===== src/sar_adc_defs.svh =====
// constants for the successive-approximation converter control block
`ifndef SAR_ADC_DEFS_SVH
`define SAR_ADC_DEFS_SVH

// ----------------------------------------------------------------
// register byte offsets
// ----------------------------------------------------------------
`define ADC_OFS_CTRL        8'h00
`define ADC_OFS_CONFIG      8'h04
`define ADC_OFS_ANALOG_CFG  8'h08
`define ADC_OFS_STATUS      8'h0C
`define ADC_OFS_RESULT      8'h10
`define ADC_OFS_IRQ_STATUS  8'h14
`define ADC_OFS_IRQ_ENABLE  8'h18
`define ADC_OFS_IRQ_CLEAR   8'h1C

// ----------------------------------------------------------------
// field positions
// ----------------------------------------------------------------
`define CTRL_POWER_BIT      0
`define CTRL_START_BIT      1
`define CFG_DIV_LSB         0
`define CFG_SHW_LSB         2
`define CFG_RES_LSB         4
`define CFG_REFLVL_LSB      6
`define CFG_EXTREF_BIT      8
`define CFG_GATE_BIT        9
`define CFG_CHS_LSB         10
`define CFG_WIDTH           14
`define ANA_PA_LSB          0
`define ANA_PB_LSB          8
`define PA_PINS             5
`define PB_PINS             8
`define STAT_DONE_BIT       0
`define STAT_BUSY_BIT       1
`define IRQ_DONE_BIT        0
`define IRQ_WIDTH           1

// ----------------------------------------------------------------
// reset values and encodings
// ----------------------------------------------------------------
`define CFG_RESET           14'h0000
`define PB_ANALOG_MASK      8'hFE
`define DIV_SEL_16          2'h0
`define DIV_SEL_8           2'h1
`define DIV_SEL_1           2'h2
`define DIV_SEL_2           2'h3
`define SHW_SEL_1           2'h0
`define SHW_SEL_2           2'h1
`define SHW_SEL_4           2'h2
`define SHW_SEL_8           2'h3
`define RES_SEL_8           2'h0
`define RES_SEL_10          2'h1
`define CHS_NONE_PREFIX     3'h7
`define RESULT_BITS         12
`define TRIAL_MSB           12'h800
`define FINISH_TICKS_LAST   4'h1

`endif


===== src/sar_adc_pkg.sv =====
// types shared by the converter control modules
package sar_adc_pkg;

   typedef enum logic [1:0] {
      SEQ_IDLE,
      SEQ_SAMPLE,
      SEQ_CONVERT,
      SEQ_FINISH
   } seq_state_t;

   typedef struct packed {
      logic [3:0] count;
   } div_regs_t;

   typedef struct packed {
      seq_state_t  state;
      logic [3:0]  count;
      logic [3:0]  sample_last;
      logic [3:0]  lsb;
      logic [3:0]  bit_idx;
      logic [11:0] code;
      logic [11:0] result;
      logic        done;
      logic        sample_hold;
   } seq_regs_t;

   typedef struct packed {
      logic        power;
      logic [13:0] cfg;
      logic [4:0]  pa_analog;
      logic [7:0]  pb_analog;
      logic [0:0]  irq_status;
      logic [0:0]  irq_enable;
      logic        start_pulse;
      logic        done_prev;
      logic        comp_meta;
      logic        comp_sync;
      logic [31:0] prdata;
      logic        pready;
      logic        pslverr;
      logic        irq;
      logic        ref_external;
      logic [1:0]  ref_level;
      logic        mux_connect;
      logic [3:0]  mux_code;
   } ctl_regs_t;

endpackage


===== src/conv_clock_gen.sv =====
// conversion clock tick generator derived from the CPU clock
`timescale 1ns/100ps
`default_nettype none
`include "sar_adc_defs.svh"

module conv_clock_gen #(
   parameter int CNT_WIDTH = 4
) (
   // clock and reset
   input  wire logic       clk,
   input  wire logic       rst_n,
   // control
   input  wire logic [1:0] div_sel,
   input  wire logic       restart,
   // tick out
   output logic            tick
);

   initial begin
      if (CNT_WIDTH < 4) $error("conv_clock_gen: counter too narrow for divide by 16");
   end

   function automatic logic [3:0] div_last(input logic [1:0] sel);
      unique case (sel)
         `DIV_SEL_16: div_last = 4'hF;
         `DIV_SEL_8:  div_last = 4'h7;
         `DIV_SEL_1:  div_last = 4'h0;
         `DIV_SEL_2:  div_last = 4'h1;
      endcase
   endfunction

   sar_adc_pkg::div_regs_t r;
   sar_adc_pkg::div_regs_t next_r;

   assign tick = (r.count == div_last(div_sel));

   always_comb begin
      next_r = r;
      // restart aligns ticks to the start command
      if (restart || tick) begin
         next_r.count = 4'h0;
      end else begin
         next_r.count = r.count + 4'h1;
      end
   end

   always_ff @(posedge clk or negedge rst_n) begin
      if (!rst_n) begin
         r <= '0;
      end else begin
         r <= next_r;
      end
   end

endmodule
`default_nettype wire


===== src/sar_sequencer.sv =====
// successive-approximation sequencer: sample window, bit trials, finish
`timescale 1ns/100ps
`default_nettype none
`include "sar_adc_defs.svh"

module sar_sequencer #(
   parameter int RESULT_WIDTH = 12
) (
   // clock and reset
   input  wire logic        clk,
   input  wire logic        rst_n,
   // control
   input  wire logic        power,
   input  wire logic        start,
   input  wire logic        tick,
   input  wire logic [1:0]  sample_sel,
   input  wire logic [1:0]  res_sel,
   input  wire logic        comp_high,
   // status
   output logic             accept,
   output logic             busy,
   output logic             done,
   output logic [11:0]      result,
   // analog front end
   output logic             sample_hold,
   output logic [11:0]      dac_code
);

   initial begin
      if (RESULT_WIDTH != `RESULT_BITS) $error("sar_sequencer: only 12-bit result supported");
   end

   function automatic logic [3:0] sample_last(input logic [1:0] sel);
      unique case (sel)
         `SHW_SEL_1: sample_last = 4'h0;
         `SHW_SEL_2: sample_last = 4'h1;
         `SHW_SEL_4: sample_last = 4'h3;
         `SHW_SEL_8: sample_last = 4'h7;
      endcase
   endfunction

   function automatic logic [3:0] res_lsb(input logic [1:0] sel);
      if (sel == `RES_SEL_8) begin
         res_lsb = 4'h4;
      end else if (sel == `RES_SEL_10) begin
         res_lsb = 4'h2;
      end else begin
         res_lsb = 4'h0;
      end
   endfunction

   sar_adc_pkg::seq_regs_t r;
   sar_adc_pkg::seq_regs_t next_r;

   assign accept      = start && power && (r.state == sar_adc_pkg::SEQ_IDLE);
   assign busy        = (r.state != sar_adc_pkg::SEQ_IDLE);
   assign done        = r.done;
   assign result      = r.result;
   assign sample_hold = r.sample_hold;
   assign dac_code    = r.code;

   always_comb begin
      next_r = r;
      if (!power) begin
         next_r.state       = sar_adc_pkg::SEQ_IDLE;
         next_r.sample_hold = 1'b0;
      end else begin
         unique case (r.state)
            sar_adc_pkg::SEQ_IDLE: begin
               if (accept) begin
                  next_r.state       = sar_adc_pkg::SEQ_SAMPLE;
                  next_r.count       = 4'h0;
                  next_r.sample_last = sample_last(sample_sel);
                  next_r.lsb         = res_lsb(res_sel);
                  next_r.bit_idx     = 4'hB;
                  next_r.code        = `TRIAL_MSB;
                  next_r.done        = 1'b0;
                  next_r.sample_hold = 1'b1;
               end
            end
            sar_adc_pkg::SEQ_SAMPLE: begin
               if (tick) begin
                  next_r.count = r.count + 4'h1;
                  if (r.count == r.sample_last) begin
                     next_r.state       = sar_adc_pkg::SEQ_CONVERT;
                     next_r.sample_hold = 1'b0;
                  end
               end
            end
            sar_adc_pkg::SEQ_CONVERT: begin
               if (tick) begin
                  if (!comp_high) begin
                     next_r.code[r.bit_idx] = 1'b0;
                  end
                  if (r.bit_idx == r.lsb) begin
                     next_r.state = sar_adc_pkg::SEQ_FINISH;
                     next_r.count = 4'h0;
                  end else begin
                     next_r.bit_idx              = r.bit_idx - 4'h1;
                     next_r.code[r.bit_idx - 4'h1] = 1'b1;
                  end
               end
            end
            sar_adc_pkg::SEQ_FINISH: begin
               if (tick) begin
                  next_r.count = r.count + 4'h1;
                  if (r.count == `FINISH_TICKS_LAST) begin
                     next_r.state  = sar_adc_pkg::SEQ_IDLE;
                     next_r.result = r.code >> r.lsb;
                     next_r.done   = 1'b1;
                  end
               end
            end
         endcase
      end
   end

   always_ff @(posedge clk or negedge rst_n) begin
      if (!rst_n) begin
         r <= '0;
      end else begin
         r <= next_r;
      end
   end

endmodule
`default_nettype wire


===== src/sar_adc_control.sv =====
// converter control top: APB registers, interrupt, analog routing
`timescale 1ns/100ps
`default_nettype none
`include "sar_adc_defs.svh"

module sar_adc_control (
   // clock and reset
   input  wire logic        clk,
   input  wire logic        rst_n,
   // apb slave
   input  wire logic        psel,
   input  wire logic        penable,
   input  wire logic        pwrite,
   input  wire logic [7:0]  paddr,
   input  wire logic [31:0] pwdata,
   output logic [31:0]      prdata,
   output logic             pready,
   output logic             pslverr,
   // cpu interrupt
   input  wire logic        global_irq_enable,
   output logic             irq,
   // analog front end
   input  wire logic        comp_high,
   output logic             sample_hold,
   output logic [11:0]      dac_code,
   output logic             ref_external,
   output logic [1:0]       ref_level,
   output logic             mux_connect,
   output logic [3:0]       mux_code,
   // pin configuration
   output logic [4:0]       port_a_analog_cfg,
   output logic [7:0]       port_b_analog_cfg
);

   // ----------------------------------------------------------------
   // state
   // ----------------------------------------------------------------
   sar_adc_pkg::ctl_regs_t r;
   sar_adc_pkg::ctl_regs_t next_r;

   logic        tick;
   logic        accept;
   logic        busy;
   logic        done;
   logic [11:0] result;
   logic [11:0] seq_dac;
   logic        seq_sample;

   logic        wr_en;
   logic        setup;
   logic        done_rise;

   // ----------------------------------------------------------------
   // submodules
   // ----------------------------------------------------------------
   conv_clock_gen #(
      .CNT_WIDTH (4)
   ) u_div (
      .clk     (clk),
      .rst_n   (rst_n),
      .div_sel (r.cfg[`CFG_DIV_LSB +: 2]),
      .restart (accept),
      .tick    (tick)
   );

   sar_sequencer #(
      .RESULT_WIDTH (`RESULT_BITS)
   ) u_seq (
      .clk         (clk),
      .rst_n       (rst_n),
      .power       (r.power),
      .start       (r.start_pulse),
      .tick        (tick),
      .sample_sel  (r.cfg[`CFG_SHW_LSB +: 2]),
      .res_sel     (r.cfg[`CFG_RES_LSB +: 2]),
      .comp_high   (r.comp_sync),
      .accept      (accept),
      .busy        (busy),
      .done        (done),
      .result      (result),
      .sample_hold (seq_sample),
      .dac_code    (seq_dac)
   );

   // ----------------------------------------------------------------
   // register read decode
   // ----------------------------------------------------------------
   function automatic logic [31:0] read_word(input logic [7:0] addr,
                                              input sar_adc_pkg::ctl_regs_t s,
                                              input logic st_done,
                                              input logic st_busy,
                                              input logic [11:0] st_result);
      read_word = 32'h0000_0000;
      unique case (addr)
         `ADC_OFS_CTRL:       read_word[`CTRL_POWER_BIT] = s.power;
         `ADC_OFS_CONFIG:     read_word[`CFG_WIDTH-1:0] = s.cfg;
         `ADC_OFS_ANALOG_CFG: begin
            read_word[`ANA_PA_LSB +: `PA_PINS] = s.pa_analog;
            read_word[`ANA_PB_LSB +: `PB_PINS] = s.pb_analog;
         end
         `ADC_OFS_STATUS: begin
            read_word[`STAT_DONE_BIT] = st_done;
            read_word[`STAT_BUSY_BIT] = st_busy;
         end
         `ADC_OFS_RESULT:     read_word[`RESULT_BITS-1:0] = st_result;
         `ADC_OFS_IRQ_STATUS: read_word[`IRQ_WIDTH-1:0] = s.irq_status;
         `ADC_OFS_IRQ_ENABLE: read_word[`IRQ_WIDTH-1:0] = s.irq_enable;
         default:             read_word = 32'h0000_0000;
      endcase
   endfunction

   function automatic logic addr_mapped(input logic [7:0] addr);
      unique case (addr)
         `ADC_OFS_CTRL, `ADC_OFS_CONFIG, `ADC_OFS_ANALOG_CFG, `ADC_OFS_STATUS,
         `ADC_OFS_RESULT, `ADC_OFS_IRQ_STATUS, `ADC_OFS_IRQ_ENABLE,
         `ADC_OFS_IRQ_CLEAR: addr_mapped = 1'b1;
         default:            addr_mapped = 1'b0;
      endcase
   endfunction

   // writes land at the access edge, when pready is already high
   assign setup     = psel && !penable;
   assign wr_en     = psel && penable && pready && pwrite && addr_mapped(paddr);
   assign done_rise = done && !r.done_prev;

   // ----------------------------------------------------------------
   // next state
   // ----------------------------------------------------------------
   always_comb begin
      next_r = r;

      // comparator is asynchronous to clk; first flop feeds only the second
      next_r.comp_meta   = comp_high;
      next_r.comp_sync   = r.comp_meta;
      next_r.done_prev   = done;
      next_r.start_pulse = 1'b0;

      // no wait state: answer is prepared in setup, presented in the first access cycle
      next_r.pready  = setup;
      next_r.pslverr = setup && !addr_mapped(paddr);
      next_r.prdata  = setup && !pwrite ? read_word(paddr, r, done, busy, result) : 32'h0000_0000;

      if (wr_en) begin
         unique case (paddr)
            `ADC_OFS_CTRL: begin
               next_r.power       = pwdata[`CTRL_POWER_BIT];
               next_r.start_pulse = pwdata[`CTRL_START_BIT];
            end
            `ADC_OFS_CONFIG:     next_r.cfg = pwdata[`CFG_WIDTH-1:0];
            `ADC_OFS_ANALOG_CFG: begin
               next_r.pa_analog = pwdata[`ANA_PA_LSB +: `PA_PINS];
               // port B pin 0 has no analog path
               next_r.pb_analog = pwdata[`ANA_PB_LSB +: `PB_PINS] & `PB_ANALOG_MASK;
            end
            `ADC_OFS_IRQ_ENABLE: next_r.irq_enable = pwdata[`IRQ_WIDTH-1:0];
            `ADC_OFS_IRQ_CLEAR:  next_r.irq_status = r.irq_status & ~pwdata[`IRQ_WIDTH-1:0];
            default:             next_r.irq_enable = r.irq_enable;
         endcase
      end

      // done edge sets sticky flag; set beats a same-cycle clear
      if (done_rise) begin
         next_r.irq_status[`IRQ_DONE_BIT] = 1'b1;
      end
      next_r.irq = |(next_r.irq_status & next_r.irq_enable) && global_irq_enable;

      // external reference overrides the level field
      next_r.ref_external = r.cfg[`CFG_EXTREF_BIT];
      // internal level passed only when external is off
      next_r.ref_level    = r.cfg[`CFG_EXTREF_BIT] ? 2'h0 : r.cfg[`CFG_REFLVL_LSB +: 2];

      // codes 111x leave the mux open
      next_r.mux_connect = r.cfg[`CFG_GATE_BIT] &&
                           (r.cfg[`CFG_CHS_LSB + 1 +: 3] != `CHS_NONE_PREFIX);
      next_r.mux_code    = next_r.mux_connect ? r.cfg[`CFG_CHS_LSB +: 4] : 4'h0;
   end

   always_ff @(posedge clk or negedge rst_n) begin
      if (!rst_n) begin
         r <= '0;
      end else begin
         r <= next_r;
      end
   end

   // ----------------------------------------------------------------
   // outputs
   // ----------------------------------------------------------------
   assign prdata       = r.prdata;
   assign pready       = r.pready;
   assign pslverr      = r.pslverr;
   assign irq          = r.irq;
   assign sample_hold  = seq_sample;
   assign dac_code     = seq_dac;
   assign ref_external = r.ref_external;
   assign ref_level    = r.ref_level;
   assign mux_connect  = r.mux_connect;
   assign mux_code     = r.mux_code;
   assign port_a_analog_cfg = r.pa_analog;
   assign port_b_analog_cfg = r.pb_analog;

endmodule
`default_nettype wire


===== config.mk =====
export PLATFORM = sky130hd
export DESIGN_NAME = sar_adc_control
export DESIGN_NICKNAME = d
export VERILOG_FILES = /design/src/sar_adc_pkg.sv /design/src/conv_clock_gen.sv /design/src/sar_sequencer.sv /design/src/sar_adc_control.sv
export VERILOG_INCLUDE_DIRS = /design/src /design/src/src
export SDC_FILE = /design/constraint.sdc
export NUM_CORES = 1
export LEC_CHECK = 0
export BUFFER_PORTS_ARGS = -buffer_cell sky130_fd_sc_hd__clkbuf_2
export CAP_MARGIN = 10
export CORE_ASPECT_RATIO = 1.4
export CORE_MARGIN = 2
export CORE_UTILIZATION = 41
export DETAILED_ROUTE_END_ITERATION = 8
export PLACE_DENSITY_LB_ADDON = 0.08
export RECOVER_POWER = 25
export REMOVE_ABC_BUFFERS = 1
export SLEW_MARGIN = 40
export SYNTH_ARGS = -nofsm -noshare
export SYNTH_HDL_FRONTEND = slang
export SYNTH_HIERARCHICAL = 1
export SYNTH_SLANG_ARGS = --single-unit
export TNS_END_PERCENT = 20

===== constraint.sdc =====
create_clock -name clk -period 3.61 [get_ports clk]
set_input_delay 0.361 -clock clk [delete_from_list [all_inputs] [get_ports clk]]
set_output_delay 0.361 -clock clk [all_outputs]
set_load 0.02 [all_outputs]

==> flow_summary.ini, run 1 <==
[run_status]
status = complete, but fails checks
violations = capacitance limit, slew limit

[hold_path]
min_path_type = in -> reg

[global_route]
antenna_found_initial = 0
grt_pass1_vias = 3967
grt_usage_pct = 17.00
grt_pass1_wl_mm = 20.97
grt_max_degree = 41
overflow = 0

[sta]
fin_crit_ns = 2.609
hold_violations = 0
finalSetupViolCount = 0
slew_headroom_pct = -36.51
fin_worst_hold_slack_ns = 0.1094
slew_viol_final = 41
fin_ws_ns = 1.001
rsz0062_at_grt = false
clock-skew-final_ns = 0.005783
worst_slew_pin_slew_ns = 2.048
post-route-period-util_pct = 72.26
max_freq_ghz = 0.3833
final.setup.tns_ns = 0

[power_and_ir_drop]
p_per_area_mw_per_mm2 = 360.6
p_int_mw = 1.686
irDropWorstVdd_uv = 224.9
clock_power_share_pct = 42.8
seqPwrFrac_pct = 53.0
swShare_pct = 24.44
leakagePower_nw = 2.943
p_comb_share_pct = 4.2
p_sw_uw = 545.4

[routing]
drt_first_pass_iters = 6
ant_nets = 0
drt_wl_total_mm = 12.65
via_per_inst = 5.226
routedWlPerCell_um = 16.62
drtIter0Drc = 175
drc = 0
vias = 3977

[synthesis]
synth.avg_cell_area_um2 = 10.52
ys.flop_type = dfrtp_1
ys_warn_count = 6
seq_area_frac_synth_pct = 44.91
synth_async_sr_flop_share_pct = 100.0
synth_edf_count = 0
syn_inst = 556
synth-seq-cells = 105
netlist_area_mm2 = 0.005851
synth.distinct_cells = 70

[floorplanning]
die_h_um = 145.3
core_area_mm2 = 0.01391
start_util_pct = 42.06
num_rows = 51
dieArea_mm2 = 0.01525
pin_count = 116
die_x_um = 105.0

[finish]
final_nets = 629
final_cell_mix = dfrtp_1, clkbuf_2, nand2_1, nor2_1, mux2_2
final_common_cell = dfrtp_1
syn_to_final_growth_pct = 5.753
antenna_cells = 0
layout-drive-gt1-share_pct = 25.17
final_core_util_pct = 44.48

[critical_path]
critPathTopFamily = compound AO/OA/AOI/OAI gates
critPathArrivalTime_ns = 2.85
cp_cell_sequence = xor2_1 -> nor4_2 -> or2_1 -> nand2b_1 -> o2111ai_2 -> a21o_1 -> a32o_1
critPathCaptureType = register
criticalPathCategory = reg -> reg
crit_path_max_incr_delay_ns = 0.44
crit_required_ns = 3.85
worstPathMaxFanout = 17
crit_slowest_cell = o2111ai_2
path_buf_inv = 0
setup.worst_path.start_class = register

[clock_tree]
ctsHoldBuffers = 1
cts_tree = yes
cts_max_level = 3
cts_buffers = 9
cts_resized = 0
cts.clk_slew.worst_paths_ns = 0.07
post_cts_buffers = 0
clkLatencyLatePin_ns = 0.35
root_buffer = clkbuf_16
cts.sinks = 105
cts_buffer_depth = 2

[placed_design]
finalWeightedCongestion = 0.7935
pre_cts_slack_ns = 1.022
dp_hpwl_mm = 9.221
io_buffers = 82

[run]
drv_cap = 1
-- area by class of cell --
class,instances,area (um^2)
flip-flops and latches,105,2628
well taps,185,231.5
clock buffers,9,225.2
multi-input cells,350,2529
inverters,16,60.06
fillers,1376,7724
clock inverters,7,63.81
repair buffers,89,450.4
-- metal layers --
| layer | share of wire [%] | track usage [%] | vias to the layer above | wire, um |
|---|---|---|---|---|
| met3 | 3.8 | 2.821 | 22 | 486 |
| met4 | 2.3 | 6.533 | 0 | 291 |
| met1 | 43 | 21.34 | 1952 | 5426 |
| met2 | 51 | 29.19 | 102 | 6444 |
| li1 | - | - | 1901 | - |
| met5 | 0 | 0 | - | 0 |
-- kinds of logic after synthesis --
kind of cell | count (synthesis) | share of synthesized area, %
AND/OR/NAND/NOR | 155 | 14.41
buffers and inverters | 117 | 13.09
AO/OA/AOI/OAI | 110 | 14.26
flip-flops | 105 | 44.91
multiplexers | 45 | 9.110
XOR/XNOR | 12 | 1.796
adder cells (fa/ha/maj) | 11 | 2.352
other | 1 | 0.06410
-- registers in the layout, indices dropped and copies added (netlist names) --
register           count
port_a_analog_cfg      5
r                     19
mux_code               4
pslverr                1
u_seq/dac_code        12
port_b_analog_cfg      7
u_seq/done             1
u_div/r                4
prdata                16
pready                 1
mux_connect            1
ref_external           1
u_seq/result          12
next_r                 2
ref_level              2
u_seq/r               15
irq                    1
u_seq/sample_hold      1
-- metrics by stage --
step / instances / area (um^2) / power (mW)
final: 761 / 6187 / 2.231
after global routing: 761 / 6187 / 2.325
after CTS: 761 / 6210 / 2.266
after global placement: 743 / 5899 / 1.300
after floorplan: 471 / 5205 / 1.241
after detailed placement: 744 / 5911 / 1.301
-- worst paths after layout --
check	startpoint	to	slack (ns)	cells past startpoint
worst max-delay path	r[62]	u_seq/dac_code[9]	1.00	7
worst min-delay path	comp_high	next_r[43]	0.11	1
worst max register to register	r[62]	u_seq/dac_code[9]	1.00	7
worst min register to register	next_r[43]	r[43]	0.35	0
max in group asynchronous	rst_n	port_a_analog_cfg[3]	1.05	3
min in group asynchronous	rst_n	port_b_analog_cfg[6]	1.12	2
-- synth_stat cells, types with 2 or more instances --
cell | n | area [um^2]
or2b_1 | 2 | 15.01
nor4_1 | 4 | 25.02
o21ai_0 | 21 | 105.1
and2_1 | 8 | 50.05
and4_1 | 4 | 35.03
clkbuf_1 | 9 | 33.78
or2_2 | 3 | 18.77
nand4_1 | 4 | 25.02
o31ai_1 | 6 | 45.04
inv_1 | 16 | 60.06
nor2_1 | 29 | 108.9
ha_1 | 11 | 137.6
o21a_1 | 2 | 15.01
nor2b_1 | 14 | 87.58
a211oi_1 | 4 | 30.03
a21oi_1 | 8 | 40.04
o21bai_1 | 2 | 15.01
xnor2_1 | 6 | 52.55
or3_1 | 2 | 12.51
a31oi_1 | 3 | 18.77
a22oi_1 | 12 | 90.09
a32o_1 | 7 | 70.07
dfrtp_1 | 105 | 2628
mux2_2 | 26 | 292.8
nand2_1 | 41 | 153.9
a32o_2 | 3 | 33.78
nand3b_1 | 2 | 15.01
buf_2 | 14 | 70.07
a32oi_1 | 2 | 17.52
a22o_1 | 7 | 61.31
buf_4 | 76 | 570.6
a21boi_0 | 2 | 15.01
nand3_1 | 9 | 45.04
o211ai_1 | 2 | 15.01
nor4b_1 | 3 | 26.28
xor2_1 | 6 | 52.55
and3_1 | 4 | 25.02
mux2i_1 | 9 | 90.09
a21o_1 | 14 | 105.1
mux2_4 | 10 | 150.1
nor3_1 | 10 | 50.05
nand2b_1 | 6 | 37.54
-- power groups by stage --
stage / Clock [mW] / Sequential, mW / Combinational, mW
after detailed placement: 0 / 1.21 / 0.0950
after CTS: 0.987 / 1.18 / 0.0963
after global routing: 1.04 / 1.18 / 0.105
after global placement: 0 / 1.21 / 0.0941
final: 0.956 / 1.18 / 0.0931
after floorplan: 0 / 1.21 / 0.0331
Power figures use the tool's default switching activity.
==> inputs of run 2 (changes only) <==
==> constraint.sdc (replaced) <==
create_clock -name clk -period 2.3 [get_ports clk]
set_input_delay 0.23 -clock clk [delete_from_list [all_inputs] [get_ports clk]]
set_output_delay 0.23 -clock clk [all_outputs]
set_load 0.02 [all_outputs]
==> flow_summary.ini, run 2 (synthesis results as in run 1) <==
[critical_path]
crit_slowest_cell = dfrtp_1
criticalPathCategory = reg -> reg
critPathArrivalTime_ns = 2.42
r2r_slack_ns = 0.11
crit_required_ns = 2.54
cp_cell_sequence = or2b_1 -> nor4_4 -> or2_4 -> nand4_1 -> a21oi_1 -> mux2_2
setup.worst_path.start_class = register
worstPathMaxFanout = 8
crit_path_max_incr_delay_ns = 0.42
critPathCaptureType = register
rr_worst_depth = 6

[placed_design]
io_buffers = 82
dp_cells = 754
place_area_mm2 = 0.005995
dp_hpwl_mm = 9.396
finalWeightedCongestion = 0.7940
pre_cts_slack_ns = 0.03046

[floorplanning]
pin_count = 116
dieArea_mm2 = 0.01525
core_area_mm2 = 0.01391
start_util_pct = 42.06
die_x_um = 105.0
num_rows = 51
die_h_um = 145.3

[power_and_ir_drop]
seqPwrFrac_pct = 52.9
irDropWorstVdd_uv = 310.3
leakagePower_nw = 2.992
p_sw_uw = 860.9
p_per_area_mw_per_mm2 = 558.7
p_comb_share_pct = 4.3
p_int_mw = 2.650
swShare_pct = 24.52
clock_power_share_pct = 42.8

[sta]
rsz0062_at_grt = false
fin_worst_hold_slack_ns = 0.06979
post-route-period-util_pct = 95.08
slew_viol_final = 0
final.setup.tns_ns = 0
fin_crit_ns = 2.187
slew_headroom_pct = 42.43
fin_ws_ns = 0.1131
worst_slew_pin_slew_ns = 0.8636
max_freq_ghz = 0.4573
clock-skew-final_ns = 0.01145
finalSetupViolCount = 0
hold_violations = 0

[routing]
m1WireLength_mm = 5.656
drt_wl_total_mm = 12.92
top_layer = met4
routedWlPerCell_um = 16.71
drtIter0Drc = 198
route.met3.wl_um = 470
wl_met2_mm = 6.591
ant_nets = 0
drt_first_pass_iters = 5
drc = 0
vias = 3939
via_per_inst = 5.096

[finish]
regMostFlops = r
finalNonFillerCells = 773
syn_to_final_growth_pct = 7.400
layout-drive-gt1-share_pct = 25.68
largest_reg_flops = 19
antenna_cells = 0
final_nets = 641
final_common_cell = dfrtp_1
final_cell_mix = dfrtp_1, clkbuf_2, nand2_1, nor2_1, mux2_2
final_cell_area_mm2 = 0.006284

[global_route]
grt_pass1_vias = 3907
overflow = 0
grt_pass1_wl_mm = 20.92
grt_max_degree = 76
grt_usage_pct = 17.19
antenna_found_initial = 0

[clock_tree]
cts_tree = yes
cts.sinks = 105
clkLatencyLatePin_ns = 0.35
cts_buffers = 9
cts.clk_slew.worst_paths_ns = 0.07
cts_max_level = 3
root_buffer = clkbuf_16
cts_buffer_depth = 2

[run]
drv_cap = 0

[run_status]
status = finished, final reports clean

[hold_path]
worst_hold_path.num_cells = 2
min_path_type = in -> reg
==> run 2: stage by stage <==
stage               power [mW]  util, %
floorplan                1.947        -
global placement         2.044    43.09
detailed placement       2.046    43.09
CTS                      3.566    45.30
global route             3.667    45.17
finish                   3.511    45.17
==> run 2: worst max-delay path: cells and delay by family (launching register included) <==
kind,cells,cell delay [ns]
simple gates,4,0.97
flops,1,0.42
mux,1,0.36
compound gates,1,0.31
==> run 2: what timing repair did <==
item,in CTS,in global routing
hold endpoints to repair,31,0
setup endpoints to repair,0,29
hold buffers,2,0
gates resized for setup,0,3
setup buffers,0,1
==> run 2: final cells by class <==
type | instances | area (um^2)
inverters | 16 | 60.06
fillers | 1400 | 7627
flip-flops and latches | 105 | 2628
multi-input cells | 350 | 2536
repair buffers | 101 | 541.8
clock inverters | 7 | 61.31
well taps | 185 | 231.5
clock buffers | 9 | 225.2
==> run 2: power groups by stage <==
stage	Sequential (mW)	Clock, mW	Combinational [mW]
3_3_place_gp	1.89	0	0.152
4_1_cts	1.86	1.55	0.156
5_1_grt	1.86	1.64	0.169
2_1_floorplan	1.90	0	0.0520
3_5_place_dp	1.89	0	0.153
6_report	1.86	1.50	0.150
==> run 2: worst paths after layout <==
kind / endpoint / from
worst max-delay path: u_seq/r[39] / u_div/r[2]
worst min-delay path: pready / penable
worst max register to register: u_seq/r[39] / u_div/r[2]
worst min register to register: r[43] / next_r[43]
max in group asynchronous: u_div/r[1] / rst_n
min in group asynchronous: pslverr / rst_n
==> run 2: routing by layer <==
metal	track usage, %	vias up
met1	21.54	1924
li1	-	1916
met5	0	-
met2	29.94	85
met4	5.467	0
met3	3.135	14
